===== src/hw/flash_cfg_pkg.sv =====
package flash_cfg_pkg;
  localparam int ADDR_W = 22;
  localparam int DATA_W = 16;
  localparam int CFG_W = 8;
  localparam int CFG_CODE_LSB = 12;
  localparam logic [11:0] UNLOCK1_ADDR = 12'h555;
  localparam logic [11:0] UNLOCK2_ADDR = 12'h2aa;
  localparam logic [7:0] UNLOCK1_DATA = 8'haa;
  localparam logic [7:0] UNLOCK2_DATA = 8'h55;
  localparam logic [7:0] CMD_CONFIG = 8'hc0;
  localparam logic [7:0] CMD_AUTOSEL = 8'h90;
  localparam logic [7:0] CMD_RESET = 8'hf0;
  // Field positions inside the configuration code (code bit 0 is address bit 12)
  localparam int CFG_ASYNC_BIT = 7;
  localparam int CFG_RDY_BIT = 6;
  localparam int CFG_EDGE_BIT = 5;
  localparam int CFG_MODE_HI = 4;
  localparam int CFG_MODE_LO = 3;
  localparam int CFG_WAIT_HI = 2;
  localparam int CFG_WAIT_LO = 0;
  // Async, ready with data, rising edge, continuous, seven wait states
  localparam logic [7:0] CFG_RESET = 8'he5;
  localparam logic [1:0] MODE_CONT = 2'h0;
  localparam logic [1:0] MODE_WRAP8 = 2'h1;
  localparam logic [1:0] MODE_WRAP16 = 2'h2;
  localparam logic [1:0] MODE_WRAP32 = 2'h3;
  localparam logic [2:0] WAIT_FASTEST = 3'h0;
  localparam logic [3:0] WAIT_BASE = 4'h2;
  localparam logic [3:0] SLOW_START_EXTRA = 4'h2;
  localparam logic [5:0] SLOW_START_ADDR = 6'h3e;
  localparam int NUM_BANKS = 4;
  localparam logic [21:0] BANK_B_START = 22'h080000;
  localparam logic [21:0] BANK_C_START = 22'h200000;
  localparam logic [21:0] BANK_D_START = 22'h380000;
  localparam logic [7:0] ID_MFR_OFS = 8'h00;
  localparam logic [7:0] ID_DEV1_OFS = 8'h01;
  localparam logic [7:0] ID_DEV2_OFS = 8'h0e;
  localparam logic [7:0] ID_DEV3_OFS = 8'h0f;
  localparam int FIFO_DEPTH = 8;
  typedef enum logic [1:0] {B_IDLE, B_WAIT, B_RUN} burst_state_t;
endpackage


===== src/hw/word_fifo.sv =====
`timescale 1ns/100ps
module word_fifo #(
  parameter int WIDTH = 16,
  parameter int DEPTH = 8
) (
  input wire logic ref_clk,
  input wire logic rst,
  input wire logic flush,
  input wire logic in_valid,
  output logic in_ready,
  input wire logic [WIDTH-1:0] in_data,
  output logic out_valid,
  input wire logic out_ready,
  output logic [WIDTH-1:0] out_data
);
  localparam int AW = $clog2(DEPTH);

  typedef struct packed {
    logic [DEPTH-1:0][WIDTH-1:0] mem;
    logic [AW-1:0] wp;
    logic [AW-1:0] rp;
    logic [AW:0] cnt;
  } fifo_st_t;

  fifo_st_t s_r;
  fifo_st_t s_nxt;
  logic push;
  logic pop;

  assign in_ready = (s_r.cnt != (AW+1)'(DEPTH));
  assign out_valid = (s_r.cnt != '0);
  assign out_data = s_r.mem[s_r.rp];
  assign push = in_valid & in_ready;
  assign pop = out_valid & out_ready;

  always_comb
  begin
    s_nxt = s_r;
    if (push)
    begin
      s_nxt.mem[s_r.wp] = in_data;
      s_nxt.wp = (s_r.wp == AW'(DEPTH - 1)) ? '0 : s_r.wp + AW'(1);
    end
    if (pop)
      s_nxt.rp = (s_r.rp == AW'(DEPTH - 1)) ? '0 : s_r.rp + AW'(1);
    s_nxt.cnt = s_r.cnt + (AW+1)'(push) - (AW+1)'(pop);
    if (flush)
    begin
      s_nxt.wp = '0;
      s_nxt.rp = '0;
      s_nxt.cnt = '0;
    end
  end

  always_ff @(posedge ref_clk)
    if (rst)
      s_r <= '0;
    else
      s_r <= s_nxt;
endmodule


===== src/hw/burst_addr_gen.sv =====
`timescale 1ns/100ps
module burst_addr_gen #(
  parameter int ADDR_W = 22
) (
  input wire logic ref_clk,
  input wire logic rst,
  input wire logic load,
  input wire logic [ADDR_W-1:0] start,
  input wire logic step,
  input wire logic [1:0] wrap_sel,
  output logic [ADDR_W-1:0] cur_addr
);
  typedef struct packed {
    logic [ADDR_W-1:0] addr;
  } addr_st_t;

  addr_st_t s_r;
  addr_st_t s_nxt;
  logic [ADDR_W-1:0] mask;
  logic [ADDR_W-1:0] inc;

  assign cur_addr = s_r.addr;

  always_comb
  begin
    s_nxt = s_r;
    unique case (wrap_sel)
      flash_cfg_pkg::MODE_WRAP8: mask = ADDR_W'(7);
      flash_cfg_pkg::MODE_WRAP16: mask = ADDR_W'(15);
      flash_cfg_pkg::MODE_WRAP32: mask = ADDR_W'(31);
      default: mask = '1;
    endcase
    inc = s_r.addr + ADDR_W'(1);
    if (load)
      s_nxt.addr = start;
    else if (step)
      // Wrap inside the aligned block; whole-device wrap comes free from overflow
      s_nxt.addr = (s_r.addr & ~mask) | (inc & mask);
  end

  always_ff @(posedge ref_clk)
    if (rst)
      s_r <= '0;
    else
      s_r <= s_nxt;
endmodule


===== src/hw/flash_burst_config_and_mode_commands.sv =====
`timescale 1ns/100ps
module flash_burst_config_and_mode_commands #(
  parameter bit REDUCED_HS = 1'b1,
  parameter int FIFO_DEPTH = flash_cfg_pkg::FIFO_DEPTH,
  // Identification words: arbitrary neutral values
  parameter logic [15:0] ID_MFR = 16'h0011,
  parameter logic [15:0] ID_DEV1 = 16'h2233,
  parameter logic [15:0] ID_DEV2 = 16'h4455,
  parameter logic [15:0] ID_DEV3 = 16'h6677
) (
  input wire logic ref_clk,
  input wire logic rst,
  input wire logic ce_n,
  input wire logic oe_n,
  input wire logic we_n,
  input wire logic address_valid_strobe_n,
  input wire logic burst_clk,
  input wire logic [21:0] addr,
  input wire logic [15:0] dq_i,
  output logic [15:0] dq_o,
  output logic dq_oe_n,
  output logic rdy_o,
  output logic rdy_oe_n,
  input wire logic [3:0] bank_busy,
  input wire logic lock_busy,
  input wire logic [3:0] time_limit_exceeded_bit,
  output logic [3:0] op_abort,
  output logic [3:0] bank_autosel,
  output logic [7:0] burst_configuration,
  output logic burst_config_set,
  output logic [21:0] arr_addr,
  output logic arr_req,
  input wire logic [15:0] arr_data,
  input wire logic arr_valid
);
  typedef struct packed {
    logic [1:0] ce_s;
    logic [1:0] oe_s;
    logic [2:0] we_s;
    logic [2:0] avd_s;
    logic [2:0] clk_s;
    logic [21:0] a1;
    logic [21:0] a2;
    logic [15:0] d1;
    logic [15:0] d2;
    logic [1:0] cyc;
    logic [7:0] cfg;
    logic cfg_set;
    logic [3:0] autosel;
    logic [3:0] abort;
    flash_cfg_pkg::burst_state_t bst;
    logic [3:0] wait_cnt;
    logic as_read;
    logic fetch_on;
    logic flush;
    logic [15:0] dq;
    logic dq_oe_n;
    logic rdy;
    logic rdy_oe_n;
    logic req;
  } st_t;

  st_t s_r;
  st_t s_nxt;
  logic [21:0] cur_addr;
  logic ld;
  logic step;
  logic fifo_in_valid;
  logic fifo_in_ready;
  logic [15:0] fifo_in_data;
  logic fifo_out_valid;
  logic fifo_pop;
  logic [15:0] fifo_out_data;

  function automatic logic [1:0] bank_of(input logic [21:0] a);
    if (a >= flash_cfg_pkg::BANK_D_START)
      return 2'h3;
    else if (a >= flash_cfg_pkg::BANK_C_START)
      return 2'h2;
    else if (a >= flash_cfg_pkg::BANK_B_START)
      return 2'h1;
    else
      return 2'h0;
  endfunction

  function automatic logic [15:0] id_word(input logic [7:0] ofs);
    unique case (ofs)
      flash_cfg_pkg::ID_MFR_OFS: return ID_MFR;
      flash_cfg_pkg::ID_DEV1_OFS: return ID_DEV1;
      flash_cfg_pkg::ID_DEV2_OFS: return ID_DEV2;
      flash_cfg_pkg::ID_DEV3_OFS: return ID_DEV3;
      default: return 16'h0000;
    endcase
  endfunction

  assign dq_o = s_r.dq;
  assign dq_oe_n = s_r.dq_oe_n;
  assign rdy_o = s_r.rdy;
  assign rdy_oe_n = s_r.rdy_oe_n;
  assign op_abort = s_r.abort;
  assign bank_autosel = s_r.autosel;
  assign burst_configuration = s_r.cfg;
  assign burst_config_set = s_r.cfg_set;
  assign arr_addr = cur_addr;
  assign arr_req = s_r.req;

  logic wr_stb;
  logic avd_fall;
  logic act_edge;
  logic sync_mode;
  logic take;
  logic rdy_with_data;
  logic rise;
  logic fall;
  logic [1:0] bk;
  logic [3:0] init_cycles;
  logic [7:0] cmd;
  logic fill_ok;

  // Burst clock edges, seen two cycles late through the sampler
  assign rise = s_r.clk_s[1] & ~s_r.clk_s[2];
  assign fall = ~s_r.clk_s[1] & s_r.clk_s[2];
  assign act_edge = s_r.cfg[flash_cfg_pkg::CFG_EDGE_BIT] ? rise : fall;
  // Burst only once a configuration with the async bit clear has been loaded
  assign sync_mode = s_r.cfg_set & ~s_r.cfg[flash_cfg_pkg::CFG_ASYNC_BIT];
  // Write strobe: synced we_n rising while the chip is selected
  assign wr_stb = s_r.we_s[1] & ~s_r.we_s[2] & ~s_r.ce_s[1];
  assign avd_fall = ~s_r.avd_s[1] & s_r.avd_s[2] & ~s_r.ce_s[1];
  assign cmd = s_r.d2[7:0];
  assign bk = bank_of(s_r.a2);
  assign take = act_edge & ((s_r.bst == flash_cfg_pkg::B_RUN)
    | ((s_r.bst == flash_cfg_pkg::B_WAIT) & (s_r.wait_cnt <= 4'h1)));
  assign fifo_pop = take & fifo_out_valid;
  assign rdy_with_data = s_r.cfg[flash_cfg_pkg::CFG_RDY_BIT]
    | (s_r.cfg[flash_cfg_pkg::CFG_WAIT_HI:flash_cfg_pkg::CFG_WAIT_LO]
       == flash_cfg_pkg::WAIT_FASTEST);
  assign init_cycles = flash_cfg_pkg::WAIT_BASE
    + {1'b0, s_r.cfg[flash_cfg_pkg::CFG_WAIT_HI:flash_cfg_pkg::CFG_WAIT_LO]}
    + ((REDUCED_HS && (s_r.a2[5:1] == flash_cfg_pkg::SLOW_START_ADDR[5:1]))
       ? flash_cfg_pkg::SLOW_START_EXTRA : 4'h0);

  // The FIFO drops anything pushed in its flush cycle, so the first word of a
  // burst waits one cycle, or the address would step past it
  assign fill_ok = ~s_r.flush;

  // Address generator loads on a latched start, steps on each accepted array word
  assign ld = avd_fall;
  assign step = s_r.req & arr_valid & fifo_in_ready & ~s_r.as_read & fill_ok
    & (s_r.bst != flash_cfg_pkg::B_IDLE);
  // Autoselect bursts carry a single identifier word instead of array data
  assign fifo_in_valid = fill_ok
    & (s_r.as_read ? s_r.fetch_on : (s_r.req & arr_valid & s_r.fetch_on));
  assign fifo_in_data = s_r.as_read ? id_word(cur_addr[7:0]) : arr_data;

  always_comb
  begin
    s_nxt = s_r;
    s_nxt.ce_s = {s_r.ce_s[0], ce_n};
    s_nxt.oe_s = {s_r.oe_s[0], oe_n};
    s_nxt.we_s = {s_r.we_s[1:0], we_n};
    s_nxt.avd_s = {s_r.avd_s[1:0], address_valid_strobe_n};
    s_nxt.clk_s = {s_r.clk_s[1:0], burst_clk};
    s_nxt.a1 = addr;
    s_nxt.a2 = s_r.a1;
    s_nxt.d1 = dq_i;
    s_nxt.d2 = s_r.d1;
    s_nxt.abort = 4'h0;
    s_nxt.flush = 1'b0;

    // Command decoding on the rising write strobe
    if (wr_stb)
    begin
      if (cmd == flash_cfg_pkg::CMD_RESET)
      begin
        // Address is don't care; an open sequence is dropped
        s_nxt.cyc = 2'h0;
        for (int i = 0; i < flash_cfg_pkg::NUM_BANKS; i++)
        begin
          // Suspended banks fall back to suspend-read since suspend is held outside
          s_nxt.autosel[i] = 1'b0;
          // Running operations ignore reset unless the time-limit flag is up
          s_nxt.abort[i] = bank_busy[i] & time_limit_exceeded_bit[i];
        end
      end
      else
      begin
        unique case (s_r.cyc)
          2'h0:
            s_nxt.cyc = (s_r.a2[11:0] == flash_cfg_pkg::UNLOCK1_ADDR
                         && cmd == flash_cfg_pkg::UNLOCK1_DATA) ? 2'h1 : 2'h0;
          2'h1:
            s_nxt.cyc = (s_r.a2[11:0] == flash_cfg_pkg::UNLOCK2_ADDR
                         && cmd == flash_cfg_pkg::UNLOCK2_DATA) ? 2'h2 : 2'h0;
          default:
          begin
            s_nxt.cyc = 2'h0;
            if (cmd == flash_cfg_pkg::CMD_CONFIG
                && s_r.a2[11:0] == flash_cfg_pkg::UNLOCK1_ADDR
                && bank_busy == 4'h0 && !lock_busy)
            begin
              s_nxt.cfg = s_r.a2[flash_cfg_pkg::CFG_CODE_LSB +: flash_cfg_pkg::CFG_W];
              s_nxt.cfg_set = 1'b1;
            end
            else if (cmd == flash_cfg_pkg::CMD_AUTOSEL && bank_busy == 4'h0)
              s_nxt.autosel[bk] = 1'b1;
          end
        endcase
      end
    end

    // Synchronous burst engine
    if (s_r.ce_s[1])
    begin
      // Chip deselect ends any burst and drops queued words
      s_nxt.bst = flash_cfg_pkg::B_IDLE;
      s_nxt.fetch_on = 1'b0;
      s_nxt.flush = 1'b1;
    end
    else if (avd_fall && sync_mode)
    begin
      s_nxt.bst = flash_cfg_pkg::B_WAIT;
      s_nxt.wait_cnt = init_cycles;
      s_nxt.as_read = s_r.autosel[bk];
      s_nxt.fetch_on = 1'b1;
      s_nxt.flush = 1'b1;
    end
    else
    begin
      if (s_r.as_read && fifo_in_valid && fifo_in_ready)
        s_nxt.fetch_on = 1'b0;
      if (s_r.bst == flash_cfg_pkg::B_WAIT && act_edge && s_r.wait_cnt > 4'h1)
        s_nxt.wait_cnt = s_r.wait_cnt - 4'h1;
      if (take)
        s_nxt.bst = flash_cfg_pkg::B_RUN;
    end

    // Array request: fetch while a burst runs, or follow the bus in async reads
    if (sync_mode)
      s_nxt.req = s_nxt.fetch_on & ~s_nxt.as_read;
    else
      s_nxt.req = ~s_r.ce_s[1] & ~s_r.oe_s[1];

    // Data and ready pins
    if (sync_mode)
    begin
      s_nxt.rdy_oe_n = s_r.ce_s[1];
      s_nxt.dq_oe_n = s_r.ce_s[1] | s_r.oe_s[1] | (s_r.bst != flash_cfg_pkg::B_RUN);
      if (fifo_pop)
        s_nxt.dq = fifo_out_data;
      if (s_r.bst == flash_cfg_pkg::B_IDLE)
        s_nxt.rdy = 1'b0;
      else if (rdy_with_data)
      begin
        if (take)
          s_nxt.rdy = fifo_out_valid;
      end
      else
        // Early ready: raised when the next active edge will have a word
        s_nxt.rdy = fifo_out_valid & ~fifo_pop
          & ((s_r.bst == flash_cfg_pkg::B_RUN) | (s_r.wait_cnt <= 4'h2));
    end
    else
    begin
      // Asynchronous read: ready line released, open-drain
      s_nxt.rdy = 1'b0;
      s_nxt.rdy_oe_n = 1'b1;
      s_nxt.dq_oe_n = s_r.ce_s[1] | s_r.oe_s[1];
      if (s_r.autosel[bank_of(cur_addr)])
        s_nxt.dq = id_word(cur_addr[7:0]);
      else if (arr_valid && s_r.req)
        s_nxt.dq = arr_data;
    end
  end

  always_ff @(posedge ref_clk)
    if (rst)
    begin
      s_r <= '0;
      // Pin samplers start at the idle level so no false edge follows reset
      s_r.ce_s <= 2'h3;
      s_r.oe_s <= 2'h3;
      s_r.we_s <= 3'h7;
      s_r.avd_s <= 3'h7;
      s_r.cfg <= flash_cfg_pkg::CFG_RESET;
      s_r.bst <= flash_cfg_pkg::B_IDLE;
      s_r.dq_oe_n <= 1'b1;
      s_r.rdy_oe_n <= 1'b1;
    end
    else
      s_r <= s_nxt;

  burst_addr_gen #(
    .ADDR_W(flash_cfg_pkg::ADDR_W)
  ) u_addr (
    .ref_clk(ref_clk),
    .rst(rst),
    .load(ld),
    .start(s_r.a2),
    .step(step),
    .wrap_sel(s_r.cfg[flash_cfg_pkg::CFG_MODE_HI:flash_cfg_pkg::CFG_MODE_LO]),
    .cur_addr(cur_addr)
  );

  word_fifo #(
    .WIDTH(flash_cfg_pkg::DATA_W),
    .DEPTH(FIFO_DEPTH)
  ) u_fifo (
    .ref_clk(ref_clk),
    .rst(rst),
    .flush(s_r.flush),
    .in_valid(fifo_in_valid),
    .in_ready(fifo_in_ready),
    .in_data(fifo_in_data),
    .out_valid(fifo_out_valid),
    .out_ready(fifo_pop),
    .out_data(fifo_out_data)
  );
endmodule


===== config.mk =====
export PLATFORM = sky130hd
export DESIGN_NAME = flash_burst_config_and_mode_commands
export DESIGN_NICKNAME = d
export VERILOG_FILES = /design/src/hw/flash_cfg_pkg.sv /design/src/hw/word_fifo.sv /design/src/hw/burst_addr_gen.sv /design/src/hw/flash_burst_config_and_mode_commands.sv
export SDC_FILE = /design/constraint.sdc
export NUM_CORES = 1
export LEC_CHECK = 0
export BUFFER_PORTS_ARGS = -buffer_cell sky130_fd_sc_hd__buf_2
export CORE_MARGIN = 8
export CORE_UTILIZATION = 55
export CTS_CLUSTER_SIZE = 25
export DETAILED_ROUTE_END_ITERATION = 6
export GPL_TIMING_DRIVEN = 0
export PLACE_DENSITY = 0.72
export SYNTH_ARGS = -nofsm -noshare
export SYNTH_HDL_FRONTEND = slang
export SYNTH_SLANG_ARGS = --single-unit

===== constraint.sdc =====
create_clock -name ref_clk -period 3.15 [get_ports ref_clk]
set_clock_uncertainty 0.1 [all_clocks]
set_input_delay 0.1575 -clock ref_clk [delete_from_list [all_inputs] [get_ports ref_clk]]
set_output_delay 0.1575 -clock ref_clk [all_outputs]
set_load 0.01 [all_outputs]

==> key figures, run 1 <==
Status
  – Status: complete, no violations

Critical path
  – Crit path cell chain: inv_1, ha_1, nor3b_1, or4b_4, buf_6, nor4_4, clkbuf_1, a211oi_1
  – Worst path top cell family by delay: simple AND/OR/NAND/NOR gates
  – Critical path class: register to register
  – Critical Path Start: u_fifo.s_r[2]
  – Buf/Inv on CP: 3
  – Max stage delay on crit path: approximately 0.62 ns
  – Crit path max-delay cell type: nor4_4
  – Worst-path fanout max: 10
  – Reg2reg start: u_fifo.s_r[2]
  – Critical Path RT: 3.43 ns
  – Worst setup SP type: register
  – Worst path arrival time: 3.26 ns
  – Critical Path Sink Type: register

Logic synthesis
  – Main flop type after synthesis: dfxtp_1
  – Post-Synth XOR/XNOR Area: 0.0176
  – Top cell type's share of synthesized area: 0.451
  – Synth Area in Adders: 0.0227
  – Synth Area in Simple Gates: 0.191
  – Register bit total from synthesis: between 200 and 300
  – Post-synthesis async set-or-reset flop share: 0
  – Ys Warns: 0
  – Top-count cell post-synth: dfxtp_1
  – Synth area leaders: dfxtp_1 45%, mux2i_1 5.1%, nor2_1 4.9%
  – Most frequent cells after synthesis: 281 x dfxtp_1, 163 x nor2_1, 90 x nor2b_1
  – Sequential element share of the synthesized area: 0.451
  – Area leader, netlist: dfxtp_1
  – Synth Cell Area: about 12,000 sq um
  – Cell variety after synth: 64
  – Complex-gate fraction of the synthesized area: 0.144
  – Main combinational cell family by area after synthesis: simple AND/OR/NAND/NOR gates
  – Multiplexer area fraction after synthesis: 0.110
  – Synth Net Count: 1,357
  – EDFF count, synth: 0
  – Mapped Cells: approximately 1,300
  – Mean Syn Cell Area: between 9 and 10 sq um

Die
  – Core area: about 22,000 sq um
  – Die area: around 28,000 sq um
  – Height of the die: between 150 and 200 microns
  – Initial Util: 0.556
  – Die width: approximately 170 microns
  – FP Rows: 55
  – IO Pins: 130

Global route
  – Vias in the first global route: between 10,000 and 15,000
  – Gr usage total: 0.245
  – First-pass GRT wire length: approximately 56,000 microns
  – Largest net degree at the start of global routing: 16
  – Remaining global-route overflow: 0
  – Initial antenna violation count: 0

CTS
  – CTS Sinks: about 280
  – Clock root cell: clkbuf_16
  – Worst-case clock buffer depth: 3
  – Clock transition at path regs: 0.06 ns
  – CTS tree: built
  – Total CTS buffers: 30
  – Setup bufs post-CTS: 0
  – Clock insertion delay at the later pin of the skew report: approximately 0.56 ns
  – CTS H-tree lvls: 1

Timing
  – Relative slew slack: 0.255
  – Endpoints failing setup: 0
  – RSZ-0062 raised after global routing: no
  – Worst Hold Slack: approximately 0.10 ns
  – Max Slew Vio Count: 0
  – Fin crit period: about 3 ns
  – Total negative slack: 0 ns
  – Crit share post-route: 0.948
  – Hold Violations, Final: 0
  – Actual slew at the worst max-slew pin: 1.11 ns
  – Max Fclk: approximately 330 MHz

Power and ir drop
  – Switching Share: 0.219
  – Logic pwr share: 0.061
  – Power Dens Cells: around 530 nW/um^2
  – Leakage power total: roughly 5.7 nW
  – Worst vdd ir: about 0.00043 V
  – Total power draw: 8.08 mW
  – Clock share of power: 0.483
  – Flop pwr share: 0.456
  – NetSw: approximately 1.8 mW
  – Cell-internal power: ~6.3 mW

Drt
  – Vias: 10,100
  – Pre-antenna DRT Iters: 7
  – # DRC: 0
  – Routed Antenna Nets: 0
  – DR vias/cell: 5.65
  – DRT iter0 DRCs: 709
  – Routed wire length: about 35,000 microns
  – Routed WL per cell: 19.4 microns

Placed design
  – Final GP Congestion: 0.881
  – Cell Count Post-Placement: approximately 1,700
  – HPWL after detailed placement: about 25,000 microns
  – Port bufs: around 120

Layout
  – Area Growth Syn to Fin: 21.9%
  – Post-Layout Cell Count: ~1,800
  – Final Net Count: ~1,600
  – Share of post-route cells with drive strength above 1: 0.252
  – Diode count: 0

Job
  – Number of max-cap violations: 0

Worst hold path
  – Min-delay worst type: primary input to register
  – Hold Path Origin: arr_valid
-- worst reg2reg max path: stages, from the launching register on --
cell	delay (ns)
dfxtp_1	0.30
inv_1	0.07
ha_1	0.20
nor3b_1	0.17
or4b_4	0.54
buf_6	0.15
nor4_4	0.62
clkbuf_1	0.49
a211oi_1	0.16
-- layout by cell type (no fill, tap or decap), drive strengths merged, types with 59 or more instances in the layout --
cell,instances
a211oi,110
dlygate4sd3,63
nor2b,90
buf,190
dfxtp,281
clkbuf,98
a21oi,59
mux2i,64
nor2,183
-- path summary, 6_finish.rpt --
check                       end  slack, ns  cells past startpoint
min reg2reg            s_r[136]       0.31                      1
min          u_addr.cur_addr[1]       0.10                      5
max              u_fifo.s_r[15]       0.16                      8
max reg2reg      u_fifo.s_r[15]       0.16                      8
-- per-layer routing --
layer	vias to the layer above	global-route usage	wire, microns
li1	4865	-	-
met1	4817	0.286	14300
met2	364	0.422	16500
met3	78	0.0629	2570
met4	0	0.104	1480
met5	-	0	0
-- repair_timing --
action                                  in CTS  in global routing
endpoints found under the hold margin       59                  0
hold buffers                                63                  0
resized for setup                            0                  0
endpoints found under the setup margin       0                  0
-- metrics by stage --
step           utilization  worst slack, ns  instance area (sq um)
5_1_grt              0.677           0.0444                  15200
2_1_floorplan            -            0.548                  12500
4_1_cts              0.677            0.176                  15200
3_5_place_dp         0.599            0.225                  13400
6_report             0.677            0.164                  15200
3_3_place_gp         0.599           0.0582                  13400
-- sequential cells by signal, summed over array words and instances (netlist names), 3 cells and up, named ones only --
name,flops
u_fifo.s_r,138
s_nxt,38
s_r,38
cmd,8
op_abort,4
dq_o,16
u_addr.cur_addr,3
bank_autosel,4
burst_configuration,8
-- power groups by stage --
stage / logic (mW) / registers, mW / clock network, mW
3_5_place_dp: 0.431 / 3.76 / 0
2_1_floorplan: 0.265 / 3.74 / 0
3_3_place_gp: 0.424 / 3.76 / 0
5_1_grt: 0.535 / 3.69 / 4.11
6_report: 0.493 / 3.68 / 3.91
4_1_cts: 0.487 / 3.68 / 3.95
-- kinds of logic (layout without fill, tap and decap cells) --
logic type	Yosys count	after routing
adder cells (fa/ha/maj)	22	22
multiplexers	113	113
XOR/XNOR	25	25
buffers and inverters	149	391
AND/OR/NAND/NOR	440	440
flip-flops	281	281
AO/OA/AOI/OAI	234	234
-- area by class of cell --
type	count	area, sq um
Buffer	125	699
Clock buffer	40	848
Clock inverter	16	269
Fill cell	1779	7240
Inverter	24	90.1
Multi-Input combinational cell	834	6050
Sequential cell	281	5630
Tap cell	285	357
Timing Repair Buffer	186	1250
No activity file was read; power rests on OpenSTA's default activity.
==> run 2, diff against run 1 <==
--- a/config.mk
+++ b/config.mk
@@ -11,7 +11,8 @@
 export CTS_CLUSTER_SIZE = 25
 export DETAILED_ROUTE_END_ITERATION = 6
 export GPL_TIMING_DRIVEN = 0
-export PLACE_DENSITY = 0.72
+export PLACE_DENSITY = 0.75
+export SLEW_MARGIN = 30
 export SYNTH_ARGS = -nofsm -noshare
 export SYNTH_HDL_FRONTEND = slang
 export SYNTH_SLANG_ARGS = --single-unit
==> constraint.sdc (replaced) <==
create_clock -name ref_clk -period 2.8 [get_ports ref_clk]
set_clock_uncertainty 0.1 [all_clocks]
set_input_delay 0.14 -clock ref_clk [delete_from_list [all_inputs] [get_ports ref_clk]]
set_output_delay 0.14 -clock ref_clk [all_outputs]
set_load 0.01 [all_outputs]
==> run 2 against run 1 <==
Final cell count increased by 1.1%. Critical path type unchanged. Highest routed layer unchanged. Largest power group is now registers. Utilization increased by 0.84 points. Clock power increased by 5.4%. Critical path depth decreased by 3.
==> key figures, run 2 (synthesis results as in run 1) <==
Status
  – Status: complete, no violations

Global route
  – Remaining global-route overflow: 0
  – Initial antenna violation count: 0
  – Largest net degree at the start of global routing: 15
  – Vias in the first global route: 10,300
  – Gr usage total: 0.244
  – First-pass GRT wire length: 55,200 microns

CTS
  – CTS H-tree lvls: 1
  – Clock insertion delay at the later pin of the skew report: 0.56 ns
  – Total CTS buffers: 30
  – CTS tree: built
  – Worst-case clock buffer depth: 3
  – CTS Sinks: roughly 280
  – Clock transition at path regs: roughly 0.06 ns
  – Clock root cell: clkbuf_16

Timing
  – RSZ-0062 raised after global routing: yes
  – Total negative slack: 0 ns
  – Endpoints failing setup: 0
  – Crit share post-route: 0.980
  – Fin crit period: around 2.7 ns
  – Hold Violations, Final: 0
  – Worst Hold Slack: roughly 0.068 ns
  – Max Slew Vio Count: 0
  – Relative slew slack: 0.360
  – Max Fclk: approximately 360 MHz
  – Actual slew at the worst max-slew pin: between 0.9 and 1 ns

Die
  – Core area: between 20,000 and 25,000 sq um
  – Height of the die: 167 microns
  – Die width: 167 microns
  – Die area: about 28,000 sq um
  – Initial Util: 0.556
  – IO Pins: between 100 and 150
  – FP Rows: 55

Layout
  – Final Net Count: between 1,500 and 2,000
  – Most frequent cells in the layout: 279 x dfxtp_1, 163 x nor2_1, 131 x buf_2, 90 x nor2b_1, 66 x a211oi_1
  – Max reg flops: roughly 140
  – Largest Register: u_fifo.s_r
  – Area Growth Syn to Fin: 23.4%
  – Share of post-route cells with drive strength above 1: 0.271
  – Diode count: 0
  – Layout Utilization: 0.686
  – Commonest non-fill, non-tap cell in the layout: dfxtp_1
  – Filler cells: around 1,700

Critical path
  – Worst-path fanout max: 10
  – Reg-to-reg setup timing slack: 0.05 ns
  – Critical path class: register to register
  – Critical Path Sink Type: register
  – Worst setup SP type: register
  – Critical Path RT: approximately 3.1 ns
  – Worst path arrival time: slightly above 3 ns

Drt
  – Routed WL per cell: about 20 microns
  – Routed wire length: 35,400 microns
  – Vias: between 10,000 and 15,000
  – DRT iter0 DRCs: between 700 and 800
  – # DRC: 0
  – Pre-antenna DRT Iters: 7
  – Routed Antenna Nets: 0
  – DR vias/cell: around 5.6

Worst hold path
  – Min-delay worst type: primary input to register

Power and ir drop
  – Total power draw: 8.83 mW
  – Leakage power total: 5.85 nW
  – Power Dens Cells: approximately 570 nW/um^2
  – Worst vdd ir: roughly 0.00053 V

Job
  – Number of max-cap violations: 0

Placed design
  – HPWL after detailed placement: about 24,000 microns
  – Port bufs: roughly 120
  – Final GP Congestion: between 0.9 and 1
run 2: final timing paths:
check	startpoint	to	cells past startpoint
min reg2reg	s_nxt[131]	s_nxt[132]	1
max	s_r[22]	u_fifo.s_r[72]	5
min	arr_valid	u_addr.cur_addr[1]	5
max reg2reg	s_r[22]	u_fifo.s_r[72]	5
run 2: critical path, stage by stage, from the launching register on:
cell and delay [ns]:
dfxtp_1 0.38, clkbuf_1 0.51, inv_1 0.20, clkbuf_1 0.38, a21boi_1 0.84, a211oi_2 0.16
run 2: area by class of cell:
type | instances | area [sq um] | area share
plain buffers | 125 | 711 | 0.0462
inverters | 24 | 90.1 | 0.00586
well taps | 285 | 357 | 0.0232
multi-input cells | 834 | 6110 | 0.398
clock inverters | 12 | 149 | 0.00968
clock buffers | 43 | 891 | 0.0579
flip-flops and latches | 281 | 5630 | 0.366
repair buffers | 206 | 1440 | 0.0937
run 2: power by group:
group	total (mW)	internal (mW)	switching (mW)
clock network	4.12	2.48	1.64
logic	0.563	0.252	0.312
registers	4.14	4.08	0.0612
run 2: timing repair:
action,in CTS,in global routing
pin swaps,4,1
setup buffers,6,15
setup endpoints to repair,35,78
gates resized for setup,2,23
endpoints found under the hold margin,59,0
hold buffers,64,0
run 2: layer usage:
layer	up-vias	GRT usage	wire, microns
met1	4775	0.273	13900
li1	4911	-	-
met5	-	0	0
met4	0	0.104	1530
met2	375	0.433	17400
met3	94	0.0615	2560
run 2: metrics by stage:
step	std cells	instance area (sq um)	setup WS [ns]
floorplan	1264	12500	0.198
global placement	1670	13400	-0.159
detailed placement	1670	13400	-0.0860
CTS	1795	15200	0.0232
global route	1810	15400	-0.0666
finish	1810	15400	0.0548
